File: src/dtp_pkg.sv
package dtp_pkg;
    // Register offsets on the plain register port
    localparam logic [3:0] ADDR_UP_COUNT   = 4'h0;
    localparam logic [3:0] ADDR_UP_MODE    = 4'h1;
    localparam logic [3:0] ADDR_POWER_CTRL = 4'h2;
    localparam logic [3:0] ADDR_DOWN_LOW   = 4'h3;
    localparam logic [3:0] ADDR_HIGH_BITS  = 4'h4;
    localparam logic [3:0] ADDR_DOWN_CTRLA = 4'h5;
    localparam logic [3:0] ADDR_DOWN_CTRLB = 4'h6;
    localparam logic [3:0] ADDR_DUTY_LOW   = 4'h7;
    localparam logic [3:0] ADDR_TONE_CTRL  = 4'h8;
    localparam logic [3:0] ADDR_IRQ_FLAG   = 4'h9;
    localparam logic [3:0] ADDR_IRQ_ENABLE = 4'hA;
    localparam logic [3:0] ADDR_PRESC_VAL  = 4'hB;
    // Up-counter mode register fields
    localparam int UP_LOW_CLK_BIT = 7;
    localparam int UP_SRC_BIT     = 5;
    localparam int UP_EDGE_BIT    = 4;
    localparam int UP_ASSIGN_BIT  = 3;
    // Power control fields
    localparam int GLOBAL_IRQ_BIT = 7;
    localparam int UP_RUN_BIT     = 0;
    // Down-counter control A fields
    localparam int PWM_OEN_BIT    = 7;
    localparam int PWM_POL_BIT    = 6;
    localparam int ONE_SHOT_BIT   = 2;
    localparam int RELOAD_BIT     = 1;
    localparam int DOWN_RUN_BIT   = 0;
    // Down-counter control B fields
    localparam int DOWN_SRC_BIT   = 5;
    localparam int DOWN_EDGE_BIT  = 4;
    localparam int DOWN_PSEN_BIT  = 3;
    // High bits register fields
    localparam int RELOAD_HI_LSB  = 4;
    localparam int DUTY_HI_LSB    = 0;
    // Tone control fields
    localparam int TONE_EN_BIT    = 7;
    localparam int TONE_SRC_BIT   = 3;
    // Interrupt flag positions
    localparam int UP_FLAG_BIT    = 0;
    localparam int DOWN_FLAG_BIT  = 3;
    // Reset values and counter constants
    localparam logic [7:0] UP_MODE_RST  = 8'h08;
    localparam logic [7:0] CTRLB_RST    = 8'h08;
    localparam logic [7:0] ZERO8        = 8'h00;
    localparam logic [9:0] ZERO10       = 10'h000;
    localparam logic [9:0] FREE_RESTART = 10'h0FF;
    localparam logic [9:0] ONE10        = 10'h001;
endpackage : dtp_pkg

File: src/dtp_prescaler.sv
`timescale 1ns/1ps
// Free divider: ratio 2^(sel+1), pulse on wrap
module dtp_prescaler (
    input  wire logic       sys_clk_i,
    input  wire logic       srst_i,
    input  wire logic       clear_i,
    input  wire logic       tick_i,
    input  wire logic [2:0] ratio_sel_i,
    output logic            tick_o,
    output logic [7:0]      value_o
);
    logic [7:0] count_reg;
    logic [7:0] count_next;
    logic [7:0] last_val;

    // Wrap value 1,3..255 (ratio 2,4..256) in ascending code order
    always_comb begin
        last_val = 8'((9'h002 << ratio_sel_i) - 9'h001);
        count_next = count_reg;
        tick_o = 1'b0;
        if (clear_i) begin
            count_next = dtp_pkg::ZERO8;
        end else if (tick_i) begin
            if (count_reg >= last_val) begin
                count_next = dtp_pkg::ZERO8;
                tick_o = 1'b1;
            end else begin
                count_next = count_reg + 8'h01;
            end
        end
    end

    // Count register
    always_ff @(posedge sys_clk_i) begin
        if (srst_i) begin
            count_reg <= dtp_pkg::ZERO8;
        end else begin
            count_reg <= count_next;
        end
    end

    assign value_o = count_reg;
endmodule : dtp_prescaler

File: src/dtp_timer.sv
// Chosen here: the register addresses and strobed register access.
`timescale 1ns/1ps
module dtp_timer (
    input  wire logic       sys_clk_i,
    input  wire logic       srst_i,
    input  wire logic       instr_tick_i,
    input  wire logic       low_clock_i,
    input  wire logic       external_count_input_i,
    input  wire logic [3:0] addr_i,
    input  wire logic [7:0] wdata_i,
    input  wire logic       wr_i,
    input  wire logic       rd_i,
    output logic [7:0]      rdata_o,
    output logic            irq_o,
    output logic            pulse_width_output_a_o,
    output logic            pulse_oe_o,
    output logic            tone_output_o,
    output logic            tone_oe_o
);
    typedef enum logic [1:0] {
        DTP_IDLE  = 2'b00,
        DTP_COUNT = 2'b01,
        DTP_DONE  = 2'b10
    } dtp_state_type;

    logic [7:0] up_count_reg, up_count_next, up_mode_reg, up_mode_next;
    logic [7:0] power_reg, power_next, ctrla_reg, ctrla_next, ctrlb_reg, ctrlb_next;
    logic [7:0] high_reg, high_next, duty_lo_reg, duty_lo_next, tone_reg, tone_next;
    logic [7:0] flag_reg, flag_next, ien_reg, ien_next, rdata_reg, rdata_next;
    logic [9:0] down_reg, down_next, reload_reg, reload_next, duty_reg, duty_next;
    logic [9:0] phase_reg, phase_next;
    logic       pin_reg, low_reg, tone_reg_q, tone_q_next;
    logic       pwm_reg, pwm_next;
    dtp_state_type st_reg, st_next;
    logic       up_src_tick, up_tick, down_src_tick, down_tick, up_clear, bz_src;
    logic       sh_tick, d_ptick, bz_tick, underflow;
    logic [7:0] d_pval;
    logic [7:0] sh_val;

    // Edge picker for pin or low clock, shared by both counters
    function automatic logic edge_hit(input logic prev, input logic cur, input logic fall);
        edge_hit = fall ? (prev & ~cur) : (~prev & cur);
    endfunction : edge_hit

    function automatic logic wr_at(input logic [3:0] a, input logic [3:0] off, input logic w);
        wr_at = w && (a == off);
    endfunction : wr_at

    // Clock source selects
    always_comb begin
        if (!up_mode_reg[dtp_pkg::UP_SRC_BIT]) begin
            up_src_tick = instr_tick_i;
        end else if (up_mode_reg[dtp_pkg::UP_LOW_CLK_BIT]) begin
            up_src_tick = edge_hit(low_reg, low_clock_i,
                                   up_mode_reg[dtp_pkg::UP_EDGE_BIT]);
        end else begin
            up_src_tick = edge_hit(pin_reg, external_count_input_i,
                                   up_mode_reg[dtp_pkg::UP_EDGE_BIT]);
        end
        down_src_tick = ctrlb_reg[dtp_pkg::DOWN_SRC_BIT] ?
            edge_hit(pin_reg, external_count_input_i,
                     ctrlb_reg[dtp_pkg::DOWN_EDGE_BIT]) : instr_tick_i;
    end

    // Writing 0 to the assign bit clears the shared prescaler
    assign up_clear = wr_at(addr_i, dtp_pkg::ADDR_UP_MODE, wr_i) &&
                      !wdata_i[dtp_pkg::UP_ASSIGN_BIT];

    dtp_prescaler u_shared (
        .sys_clk_i   (sys_clk_i),
        .srst_i      (srst_i),
        .clear_i     (up_clear),
        .tick_i      (up_src_tick),
        .ratio_sel_i (up_mode_reg[2:0]),
        .tick_o      (sh_tick),
        .value_o     (sh_val)
    );

    dtp_prescaler u_down (
        .sys_clk_i   (sys_clk_i),
        .srst_i      (srst_i),
        .clear_i     (1'b0),
        .tick_i      (down_src_tick),
        .ratio_sel_i (ctrlb_reg[2:0]),
        .tick_o      (d_ptick),
        .value_o     (d_pval)
    );

    assign up_tick = up_mode_reg[dtp_pkg::UP_ASSIGN_BIT] ? up_src_tick : sh_tick;
    assign down_tick = ctrlb_reg[dtp_pkg::DOWN_PSEN_BIT] ? down_src_tick : d_ptick;
    assign underflow = (st_reg == DTP_COUNT) && ctrla_reg[dtp_pkg::DOWN_RUN_BIT] &&
                       down_tick && (down_reg == dtp_pkg::ZERO10);

    // Register file, counters and flags
    always_comb begin
        up_mode_next = up_mode_reg;
        power_next = power_reg;
        ctrla_next = ctrla_reg;
        ctrlb_next = ctrlb_reg;
        high_next = high_reg;
        duty_lo_next = duty_lo_reg;
        tone_next = tone_reg;
        ien_next = ien_reg;
        reload_next = reload_reg;
        flag_next = flag_reg;
        up_count_next = up_count_reg;
        down_next = down_reg;
        duty_next = duty_reg;
        st_next = st_reg;
        // Counting
        if (power_reg[dtp_pkg::UP_RUN_BIT] && up_tick) begin
            up_count_next = up_count_reg + 8'h01;
        end
        unique case (st_reg)
            DTP_IDLE: begin
                if (ctrla_reg[dtp_pkg::DOWN_RUN_BIT]) begin
                    st_next = DTP_COUNT;
                end
            end
            DTP_COUNT: begin
                if (!ctrla_reg[dtp_pkg::DOWN_RUN_BIT]) begin
                    st_next = DTP_IDLE;
                end else if (underflow) begin
                    duty_next = {high_reg[dtp_pkg::DUTY_HI_LSB +: 2], duty_lo_reg};
                    if (ctrla_reg[dtp_pkg::ONE_SHOT_BIT]) begin
                        st_next = DTP_DONE;
                    end else begin
                        down_next = ctrla_reg[dtp_pkg::RELOAD_BIT] ?
                                    reload_reg : dtp_pkg::FREE_RESTART;
                    end
                end else if (down_tick) begin
                    down_next = down_reg - dtp_pkg::ONE10;
                end
            end
            DTP_DONE: begin
                if (!ctrla_reg[dtp_pkg::DOWN_RUN_BIT]) begin
                    st_next = DTP_IDLE;
                end
            end
        endcase
        // Writes, flag clears lose to hardware sets below
        if (wr_i) begin
            unique case (addr_i)
                dtp_pkg::ADDR_UP_COUNT:   up_count_next = wdata_i;
                dtp_pkg::ADDR_UP_MODE:    up_mode_next = wdata_i;
                dtp_pkg::ADDR_POWER_CTRL: power_next = wdata_i;
                dtp_pkg::ADDR_DOWN_LOW: begin
                    reload_next = {high_reg[dtp_pkg::RELOAD_HI_LSB +: 2], wdata_i};
                    down_next = {high_reg[dtp_pkg::RELOAD_HI_LSB +: 2], wdata_i};
                    if (st_reg == DTP_DONE) begin
                        st_next = DTP_IDLE;
                    end
                end
                dtp_pkg::ADDR_HIGH_BITS:  high_next = wdata_i;
                dtp_pkg::ADDR_DOWN_CTRLA: ctrla_next = wdata_i;
                dtp_pkg::ADDR_DOWN_CTRLB: ctrlb_next = wdata_i;
                dtp_pkg::ADDR_DUTY_LOW:   duty_lo_next = wdata_i;
                dtp_pkg::ADDR_TONE_CTRL:  tone_next = wdata_i;
                dtp_pkg::ADDR_IRQ_FLAG:   flag_next = flag_reg & wdata_i;
                dtp_pkg::ADDR_IRQ_ENABLE: ien_next = wdata_i;
                default: ;
            endcase
        end
        if (power_reg[dtp_pkg::UP_RUN_BIT] && up_tick && (up_count_reg == 8'hFF)) begin
            flag_next[dtp_pkg::UP_FLAG_BIT] = 1'b1;
        end
        if (underflow) begin
            flag_next[dtp_pkg::DOWN_FLAG_BIT] = 1'b1;
        end
    end

    // Read mux, data one cycle after the strobe
    always_comb begin
        rdata_next = dtp_pkg::ZERO8;
        if (rd_i) begin
            unique case (addr_i)
                dtp_pkg::ADDR_UP_COUNT:   rdata_next = up_count_reg;
                dtp_pkg::ADDR_UP_MODE:    rdata_next = up_mode_reg;
                dtp_pkg::ADDR_POWER_CTRL: rdata_next = power_reg;
                dtp_pkg::ADDR_DOWN_LOW:   rdata_next = down_reg[7:0];
                dtp_pkg::ADDR_HIGH_BITS:  rdata_next = {high_reg[7:6], down_reg[9:8],
                                                        high_reg[3:0]};
                dtp_pkg::ADDR_DOWN_CTRLA: rdata_next = ctrla_reg;
                dtp_pkg::ADDR_DOWN_CTRLB: rdata_next = ctrlb_reg;
                dtp_pkg::ADDR_TONE_CTRL:  rdata_next = tone_reg;
                dtp_pkg::ADDR_IRQ_FLAG:   rdata_next = flag_reg;
                dtp_pkg::ADDR_IRQ_ENABLE: rdata_next = ien_reg;
                dtp_pkg::ADDR_PRESC_VAL:  rdata_next = d_pval;
                default:                  rdata_next = dtp_pkg::ZERO8;
            endcase
        end
    end

    // Pulse output: phase counts input clocks from wrap
    always_comb begin
        phase_next = phase_reg;
        pwm_next = pwm_reg;
        if (underflow || st_reg != DTP_COUNT) begin
            phase_next = dtp_pkg::ZERO10;
        end else if (down_tick) begin
            phase_next = phase_reg + dtp_pkg::ONE10;
        end
        pwm_next = (st_reg == DTP_COUNT) && (phase_next < duty_reg);
    end

    // Tone: toggles on the selected source divided by 2^(sel+1)
    assign bz_src = tone_reg[dtp_pkg::TONE_SRC_BIT] ? underflow : d_ptick;
    dtp_prescaler u_tone (
        .sys_clk_i   (sys_clk_i),
        .srst_i      (srst_i),
        .clear_i     (~tone_reg[dtp_pkg::TONE_EN_BIT]),
        .tick_i      (bz_src),
        .ratio_sel_i (tone_reg[2:0]),
        .tick_o      (bz_tick),
        .value_o     ()
    );
    assign tone_q_next = tone_reg[dtp_pkg::TONE_EN_BIT] ? (tone_reg_q ^ bz_tick) : 1'b0;

    // State registers
    always_ff @(posedge sys_clk_i) begin
        if (srst_i) begin
            up_count_reg <= dtp_pkg::ZERO8;
            up_mode_reg <= dtp_pkg::UP_MODE_RST;
            power_reg <= dtp_pkg::ZERO8;
            ctrla_reg <= dtp_pkg::ZERO8;
            ctrlb_reg <= dtp_pkg::CTRLB_RST;
            high_reg <= dtp_pkg::ZERO8;
            duty_lo_reg <= dtp_pkg::ZERO8;
            tone_reg <= dtp_pkg::ZERO8;
            flag_reg <= dtp_pkg::ZERO8;
            ien_reg <= dtp_pkg::ZERO8;
            rdata_reg <= dtp_pkg::ZERO8;
            down_reg <= dtp_pkg::ZERO10;
            reload_reg <= dtp_pkg::ZERO10;
            duty_reg <= dtp_pkg::ZERO10;
            phase_reg <= dtp_pkg::ZERO10;
            st_reg <= DTP_IDLE;
            pin_reg <= 1'b0;
            low_reg <= 1'b0;
            tone_reg_q <= 1'b0;
            pwm_reg <= 1'b0;
        end else begin
            up_count_reg <= up_count_next;
            up_mode_reg <= up_mode_next;
            power_reg <= power_next;
            ctrla_reg <= ctrla_next;
            ctrlb_reg <= ctrlb_next;
            high_reg <= high_next;
            duty_lo_reg <= duty_lo_next;
            tone_reg <= tone_next;
            flag_reg <= flag_next;
            ien_reg <= ien_next;
            rdata_reg <= rdata_next;
            down_reg <= down_next;
            reload_reg <= reload_next;
            duty_reg <= duty_next;
            phase_reg <= phase_next;
            st_reg <= st_next;
            pin_reg <= external_count_input_i;
            low_reg <= low_clock_i;
            tone_reg_q <= tone_q_next;
            pwm_reg <= pwm_next;
        end
    end

    // Outputs
    assign rdata_o = rdata_reg;
    assign irq_o = power_reg[dtp_pkg::GLOBAL_IRQ_BIT] &&
                   |(flag_reg & ien_reg &
                     ((8'h01 << dtp_pkg::UP_FLAG_BIT) | (8'h01 << dtp_pkg::DOWN_FLAG_BIT)));
    assign pulse_oe_o = ctrla_reg[dtp_pkg::PWM_OEN_BIT];
    assign pulse_width_output_a_o = pwm_reg ^ ctrla_reg[dtp_pkg::PWM_POL_BIT];
    assign tone_oe_o = tone_reg[dtp_pkg::TONE_EN_BIT];
    assign tone_output_o = tone_reg_q;
endmodule : dtp_timer

File: config.mk
export PLATFORM = sky130hd
export DESIGN_NAME = dtp_timer
export DESIGN_NICKNAME = d
export VERILOG_FILES = /design/src/dtp_pkg.sv /design/src/dtp_prescaler.sv /design/src/dtp_timer.sv
export SDC_FILE = /design/constraint.sdc
export NUM_CORES = 1
export LEC_CHECK = 0
export ABC_AREA = 1
export BUFFER_PORTS_ARGS = -buffer_cell sky130_fd_sc_hd__buf_2
export CAP_MARGIN = 5
export CORE_AREA = 3 3 154 194
export CTS_BUF_LIST = sky130_fd_sc_hd__clkbuf_4 sky130_fd_sc_hd__clkbuf_8
export CTS_CLUSTER_SIZE = 30
export DETAILED_ROUTE_END_ITERATION = 16
export DIE_AREA = 0 0 157 197
export PLACE_DENSITY = 0.48
export REMOVE_ABC_BUFFERS = 1
export SLEW_MARGIN = 10
export SYNTH_ARGS = -nofsm -noshare
export SYNTH_HDL_FRONTEND = slang
export SYNTH_SLANG_ARGS = --single-unit
File: constraint.sdc
create_clock -name sys_clk_i -period 6.4 [get_ports sys_clk_i]
set_input_delay 0.32 -clock sys_clk_i [delete_from_list [all_inputs] [get_ports sys_clk_i]]
set_output_delay 0.32 -clock sys_clk_i [all_outputs]
set_load 0.01 [all_outputs]
### Word-level counts from Yosys, hierarchy flattened

Index checks and enable logic that the tools add are counted.

| storage, ports and cells | value |
|---|---|
| flip-flop bits (word level) | 158 |
| bits in latches | 0 |
| memory bits (writable) | 0 |
| ROM bits | 0 |
| input bits | 19 |
| output and inout port bits | 13 |
| logic and storage cells | 152 |
| memories kept | 0 |

| cells by class | value |
|---|---|
| add/subtract/negate cells | 9 |
| $mul | 0 |
| div/mod/pow operators | 0 |
| order comparisons | 4 |
| equality and inequality tests | 15 |
| shift operators | 3 |
| multiplexer cells | 47 |
| bitwise operators | 14 |
| reductions and logical operators | 35 |

Operators with widths:

| kind | number |
|---|---|
| 10-bit 2-to-1 mux | 10 |
| 8-bit case mux with 11 select lines | 1 |
| 8-bit 2-to-1 mux | 6 |
| 8-bit by 1-bit adder with 8-bit output (second input constant) | 4 |
| 8-bit >= comparator | 3 |
| 2-bit AND reduction | 12 |
| 2-bit by 3-bit left shift with 8-bit output (first input constant) | 3 |
| 8-bit by 1-bit subtractor with 8-bit output (second input constant) | 3 |
| 1-bit 2-to-1 mux | 19 |
| 4-bit by 3-bit equality test with 1-bit output (second input constant) | 4 |
| 4-bit equality test (second input constant) | 4 |
| 2-bit 2-to-1 mux | 8 |
| 10-bit by 1-bit adder with 10-bit output (second input constant) | 1 |
| 10-bit zero test | 1 |
| 10-bit less-than comparator | 1 |
| 10-bit by 1-bit subtractor with 10-bit output (second input constant) | 1 |
| 1-bit logical AND | 9 |
| 8-bit bitwise AND | 1 |
| 4-bit by 2-bit equality test with 1-bit output (second input constant) | 2 |
| 8-bit equality test (second input constant) | 1 |
| 4-bit 2-to-1 mux | 2 |
| 2-bit nonzero test | 4 |
| 2-bit OR reduction | 4 |
| 1-bit inverter | 6 |
| other kinds (13) | 17 |

### Depth between registers and ports, before layout

| depth | value |
|---|---|
| word-level depth | 14 |
| mapped depth | 22 |
| depth with buffers taken out | 20 |

### Modules after synthesis

Synthesis repeated with hierarchy kept, for this count alone.

| unflattened totals | value |
|---|---|
| cells, all modules | 1273 |
| area total of the unflattened synthesis | 8740.9 sq um |

Modules (own cells, without submodules):

| module | instances | cells each | area an instance (sq um) | sequential area each (sq um) |
|---|---|---|---|---|
| dtp_timer | 1 | 982 | 6766.5 | 2682.6 |
| dtp_prescaler | 3 | 97 | 658.1 | 160.2 |

### Worst setup path before layout

No wires, ideal clock.

| path | value |
|---|---|
| kind | register to register |
| start point | register ctrlb_reg[2] |
| end point | register pwm_reg |
| setup time | 70 ps |
| arrival | 2726 ps |
| data required time | 6330 ps |
| path slack | 3605 ps |
| stages on the path, launching flop included | 20 |
| buffers on the path | 2 |
| period minus slack after synthesis | 2795 ps |
| cell sequence | dfxtp_1 clkbuf_1 o21ai_0 ha_1 nand2_1 a21oi_1 nor2_1 nand2_1 nand2_4 nand2_8 nand3_4 nand2_2 buf_2 nor2_1 ha_1 a21oi_1 nor2_1 a211oi_1 o211ai_1 a21oi_1 |

| on the way | value |
|---|---|
| cells in the longest elaborated chain, start to end | 12 |
| elaborated cells on any way between the ends | 13 |
| those cells by class | add/sub (1); order compare (2); shift (1); mux (5); reduce/logical (4) |

Ends and longest elaborated chain:

| element | RTL line | RTL |
|---|---|---|
| start, declared | dtp_timer.sv:27 | `logic [7:0] power_reg, power_next, ctrla_reg, ctrla_next, ctrlb_reg, ctrlb_next;` |
| start signal, assigned | dtp_timer.sv:226 | `ctrlb_reg <= dtp_pkg::CTRLB_RST;` |
| start signal, assigned | dtp_timer.sv:247 | `ctrlb_reg <= ctrlb_next;` |
| 2-bit by 3-bit left shift with 8-bit output (*) | dtp_prescaler.sv:18 | `last_val = 8'((9'h002 << ratio_sel_i) - 9'h001);` |
| 8-bit by 1-bit subtractor with 8-bit output (*) | dtp_prescaler.sv:18 |  |
| 8-bit >= comparator (*) | dtp_prescaler.sv:24 | `if (count_reg >= last_val) begin` |
| 1-bit 2-to-1 mux (*) | dtp_prescaler.sv:24 |  |
| 1-bit 2-to-1 mux (*) | dtp_prescaler.sv:23 | `end else if (tick_i) begin` |
| 1-bit 2-to-1 mux (*) | dtp_timer.sv:90 | `assign down_tick = ctrlb_reg[dtp_pkg::DOWN_PSEN_BIT] ? down_src_tick : d_ptick;` |
| 1-bit logical AND | dtp_timer.sv:91 | `assign underflow = (st_reg == DTP_COUNT) && ctrla_reg[dtp_pkg::DOWN_RUN_BIT] &&` |
| 1-bit logical AND | dtp_timer.sv:92 | `down_tick && (down_reg == dtp_pkg::ZERO10);` |
| 1-bit logical OR | dtp_timer.sv:198 | `if (underflow \|\| st_reg != DTP_COUNT) begin` |
| 10-bit 2-to-1 mux (*) | dtp_timer.sv:198 |  |
| net phase_next[3] | dtp_timer.sv:31 | `logic [9:0] phase_reg, phase_next;` |
| 10-bit less-than comparator (*) | dtp_timer.sv:203 | `pwm_next = (st_reg == DTP_COUNT) && (phase_next < duty_reg);` |
| 1-bit logical AND (*) | dtp_timer.sv:203 |  |
| end signal, assigned | dtp_timer.sv:262 | `pwm_reg <= pwm_next;` |
| end, declared | dtp_timer.sv:33 | `logic pwm_reg, pwm_next;` |

Mark *: on every way through the listed nets, which the timed path passes. The rest lies on a longest branch.
A chain may end at the register's enable or synchronous reset.

### Worst setup path after layout

Same ends and word-level chain as after synthesis.

==> results.toml <==
[synthesis]
synth_ff_type = "dfxtp_1"
synth-seq-area-share_pct = 37.7
synth.top_cell.area_share_pct = 37.7
ys.warnings.count = 0
synthCells = 1178
syn_avg_cell_area_um2 = 7.13
synth_edf_count = 0
netlist_area_um2 = 8400
synth_largest_area_cell = "dfxtp_1"
ys_ff_latch = 158
synth.distinct_cells = 44
async_reset_ff_share_pct = 0
synth_area_leaders = "dfxtp_1, nand2_1, inv_1"

[global_route]
overflow = 0
grt_max_degree = 64
grt_antenna_before_repair = 0
grt_pass1_vias = 7381
grt.total_usage_pct = 16.6
grt_pass1_wl_um = 40300

[timing]
finalSetupTns_ns = 0
slew_viol_final = 0
min_period_ns = 3.49
worst_slew_pin_slew_ns = 0.861
skew_ns = 0.0165
fmax_mhz = 286
hold_viol = 0
slew_headroom_pct = 42.4
finalCritPeriodShare_pct = 54.6
finalSetupViolCount = 0
finalWorstSetupSlack_ns = 2.91
grt_setup_unrepaired = "false"

[cts]
htreeDepth = 4
cts_tree = "yes"
postCtsResizedCells = 0
cts.sinks = 158
cts_root_buf = "clkbuf_8"
clk_latency_ns = 0.47
cts.path.max_buffers = 2
clk_transition_reported_paths_ns = 0.09
ctsHoldBuffers = 0
cts_buffers = 17
cts_setup_buffers = 0

[setup_path]
path_class = "reg2reg"
required_ns = 6.80
worstSetupStartpoint = "ctrlb_reg[2]"
cp-end-kind = "flip-flop"
r2r-start = "ctrlb_reg[2]"
path_max_fanout = 37
endpoint = "pwm_reg"
worst-r2r-cell-count = 17
worstReg2RegEnd = "pwm_reg"
critPathArrivalTime_ns = 3.89
crit_path_start_kind = "flip-flop"
r2r_slack_ns = 2.91

[die]
start_util_pct = 29.7
core_um2 = 28200
die_area_um2 = 30900
die_h_um = 197
io-pin-count = 32
die_w_um = 157
rows = 69

[detailed_routing]
wire_per_inst_um = 16.2
drt-initial-drc-count = 429
vias = 7634
vias_per_cell = 4.90
wl_um = 25200
drc = 0
first_pass_iters = 7
route.antenna.remaining_nets = 0

[min_path]
hp-class = "in2reg"

[placed_design]
port_buffers = 31
place.gp.congestion = 0.847
place_hpwl_um = 18100
post-place-ws_ns = 2.91

[run_status]
status = "complete, no violations"

[power]
ir_drop_uv = 104
power_leakage_uw = 0.00371
powerDensity_nw_per_um2 = 213

[final_layout]
mostFrequentLayoutCells = "nand2_1, inv_1, dfxtp_1"
fin_nets = 1249
layout_commonest_cell = "nand2_1"
antenna_cells = 0
final.fill_count = 3070
syn_to_final_growth_pct = 9.98
drive_gt1_share_pct = 8.47

[run]
cap_violations = 0
## worst min path at each step
stage                 startpoint            to  slack (ns)  cells after the start
global placement     flag_reg[7]   flag_reg[7]        0.44                      2
global route         low_clock_i       low_reg        0.08                      3
finish               low_clock_i       low_reg        0.08                      3
floorplan                 srst_i   down_reg[0]        0.39                      1
CTS                  low_clock_i       low_reg        0.05                      3
detailed placement  power_reg[6]  power_reg[6]        0.44                      2
## report_power, final
part	internal, µW	switching, µW
clock	352	417
combinational	52.1	134
sequential	999	15.6
total	1400	566
## stage by stage
stage	hold WS (ns)	instance area, µm²	util, %	total power, µW	cells
after floorplan	0.389	8210	-	1150	1137
after global placement	0.437	8840	31.3	1220	1527
after detailed placement	0.442	8840	31.3	1220	1527
after CTS	0.0502	9240	32.7	1990	1559
after global routing	0.0847	9240	32.7	2060	1559
final	0.0836	9240	32.7	1970	1559
## kinds of logic (layout without fill, tap and decap cells)
group / count (synthesis) / in the layout / share of synthesized area [%]
AOI/OAI and AO/OA: 284 / 284 / 19.4
buffers and inverters: 214 / 240 / 9.95
and+or+nand+nor: 455 / 455 / 24.2
DFF: 158 / 158 / 37.7
adders and majority gates: 39 / 39 / 5.81
xor gates and xnor gates: 28 / 28 / 2.92
## Yosys cell counts, types with 2 or more instances
cell type and number:
nand2_1 176, inv_1 170, dfxtp_1 158, nor2_1 131, a21oi_1 109, o21ai_0 94
nand3_1 71, ha_1 39, clkbuf_1 30, nor3_1 25, o22ai_1 24, xor2_1 23
a221oi_1 18, nand4_1 15, a211oi_2 9, o21ai_1 9, nor2_2 7, a31oi_1 6
buf_2 5, nand2_2 5, o211ai_1 5, xnor2_1 5, nand2_4 4, nor4_1 4
o21bai_1 4, a211oi_1 3, buf_6 3, nand3b_1 3, nor2_4 3, nor3b_1 3
buf_1 2, inv_2 2, or2_0 2
## layout make-up
cell class / count / area, µm² / share of cell area (%)
Clock buffer: 17 / 234 / 2.53
Inverter: 173 / 649 / 7.03
Tap cell: 355 / 444 / 4.81
Sequential cell: 158 / 3160 / 34.2
Clock inverter: 15 / 161 / 1.75
Timing Repair Buffer: 35 / 185 / 2.00
Multi-Input combinational cell: 806 / 4400 / 47.6
## per-layer routing
| layer | global-route usage (%) | vias up | wire length (µm) |
|---|---|---|---|
| li1 | - | 3942 | - |
| met2 | 28.4 | 135 | 12100 |
| met1 | 21.5 | 3534 | 11900 |
| met4 | 5.03 | 0 | 478 |
| met3 | 2.70 | 23 | 683 |
| met5 | 0 | - | 0 |
## worst max-delay path: stages, from the launching register on
cell      delay (ns)
dfxtp_1         0.47
o21ai_0         0.14
ha_1            0.31
nand2_1         0.05
a21oi_1         0.13
nor2_1          0.05
nand2_1         0.10
nand2_4         0.10
nand2_8         0.18
nand3_4         0.42
nand2_2         0.45
nor2_1          0.09
ha_1            0.30
a21oi_1         0.18
nor2_1          0.06
a211oi_1        0.17
o211ai_1        0.10
a21oi_1         0.12
No activity file was read; power rests on OpenSTA's default activity.
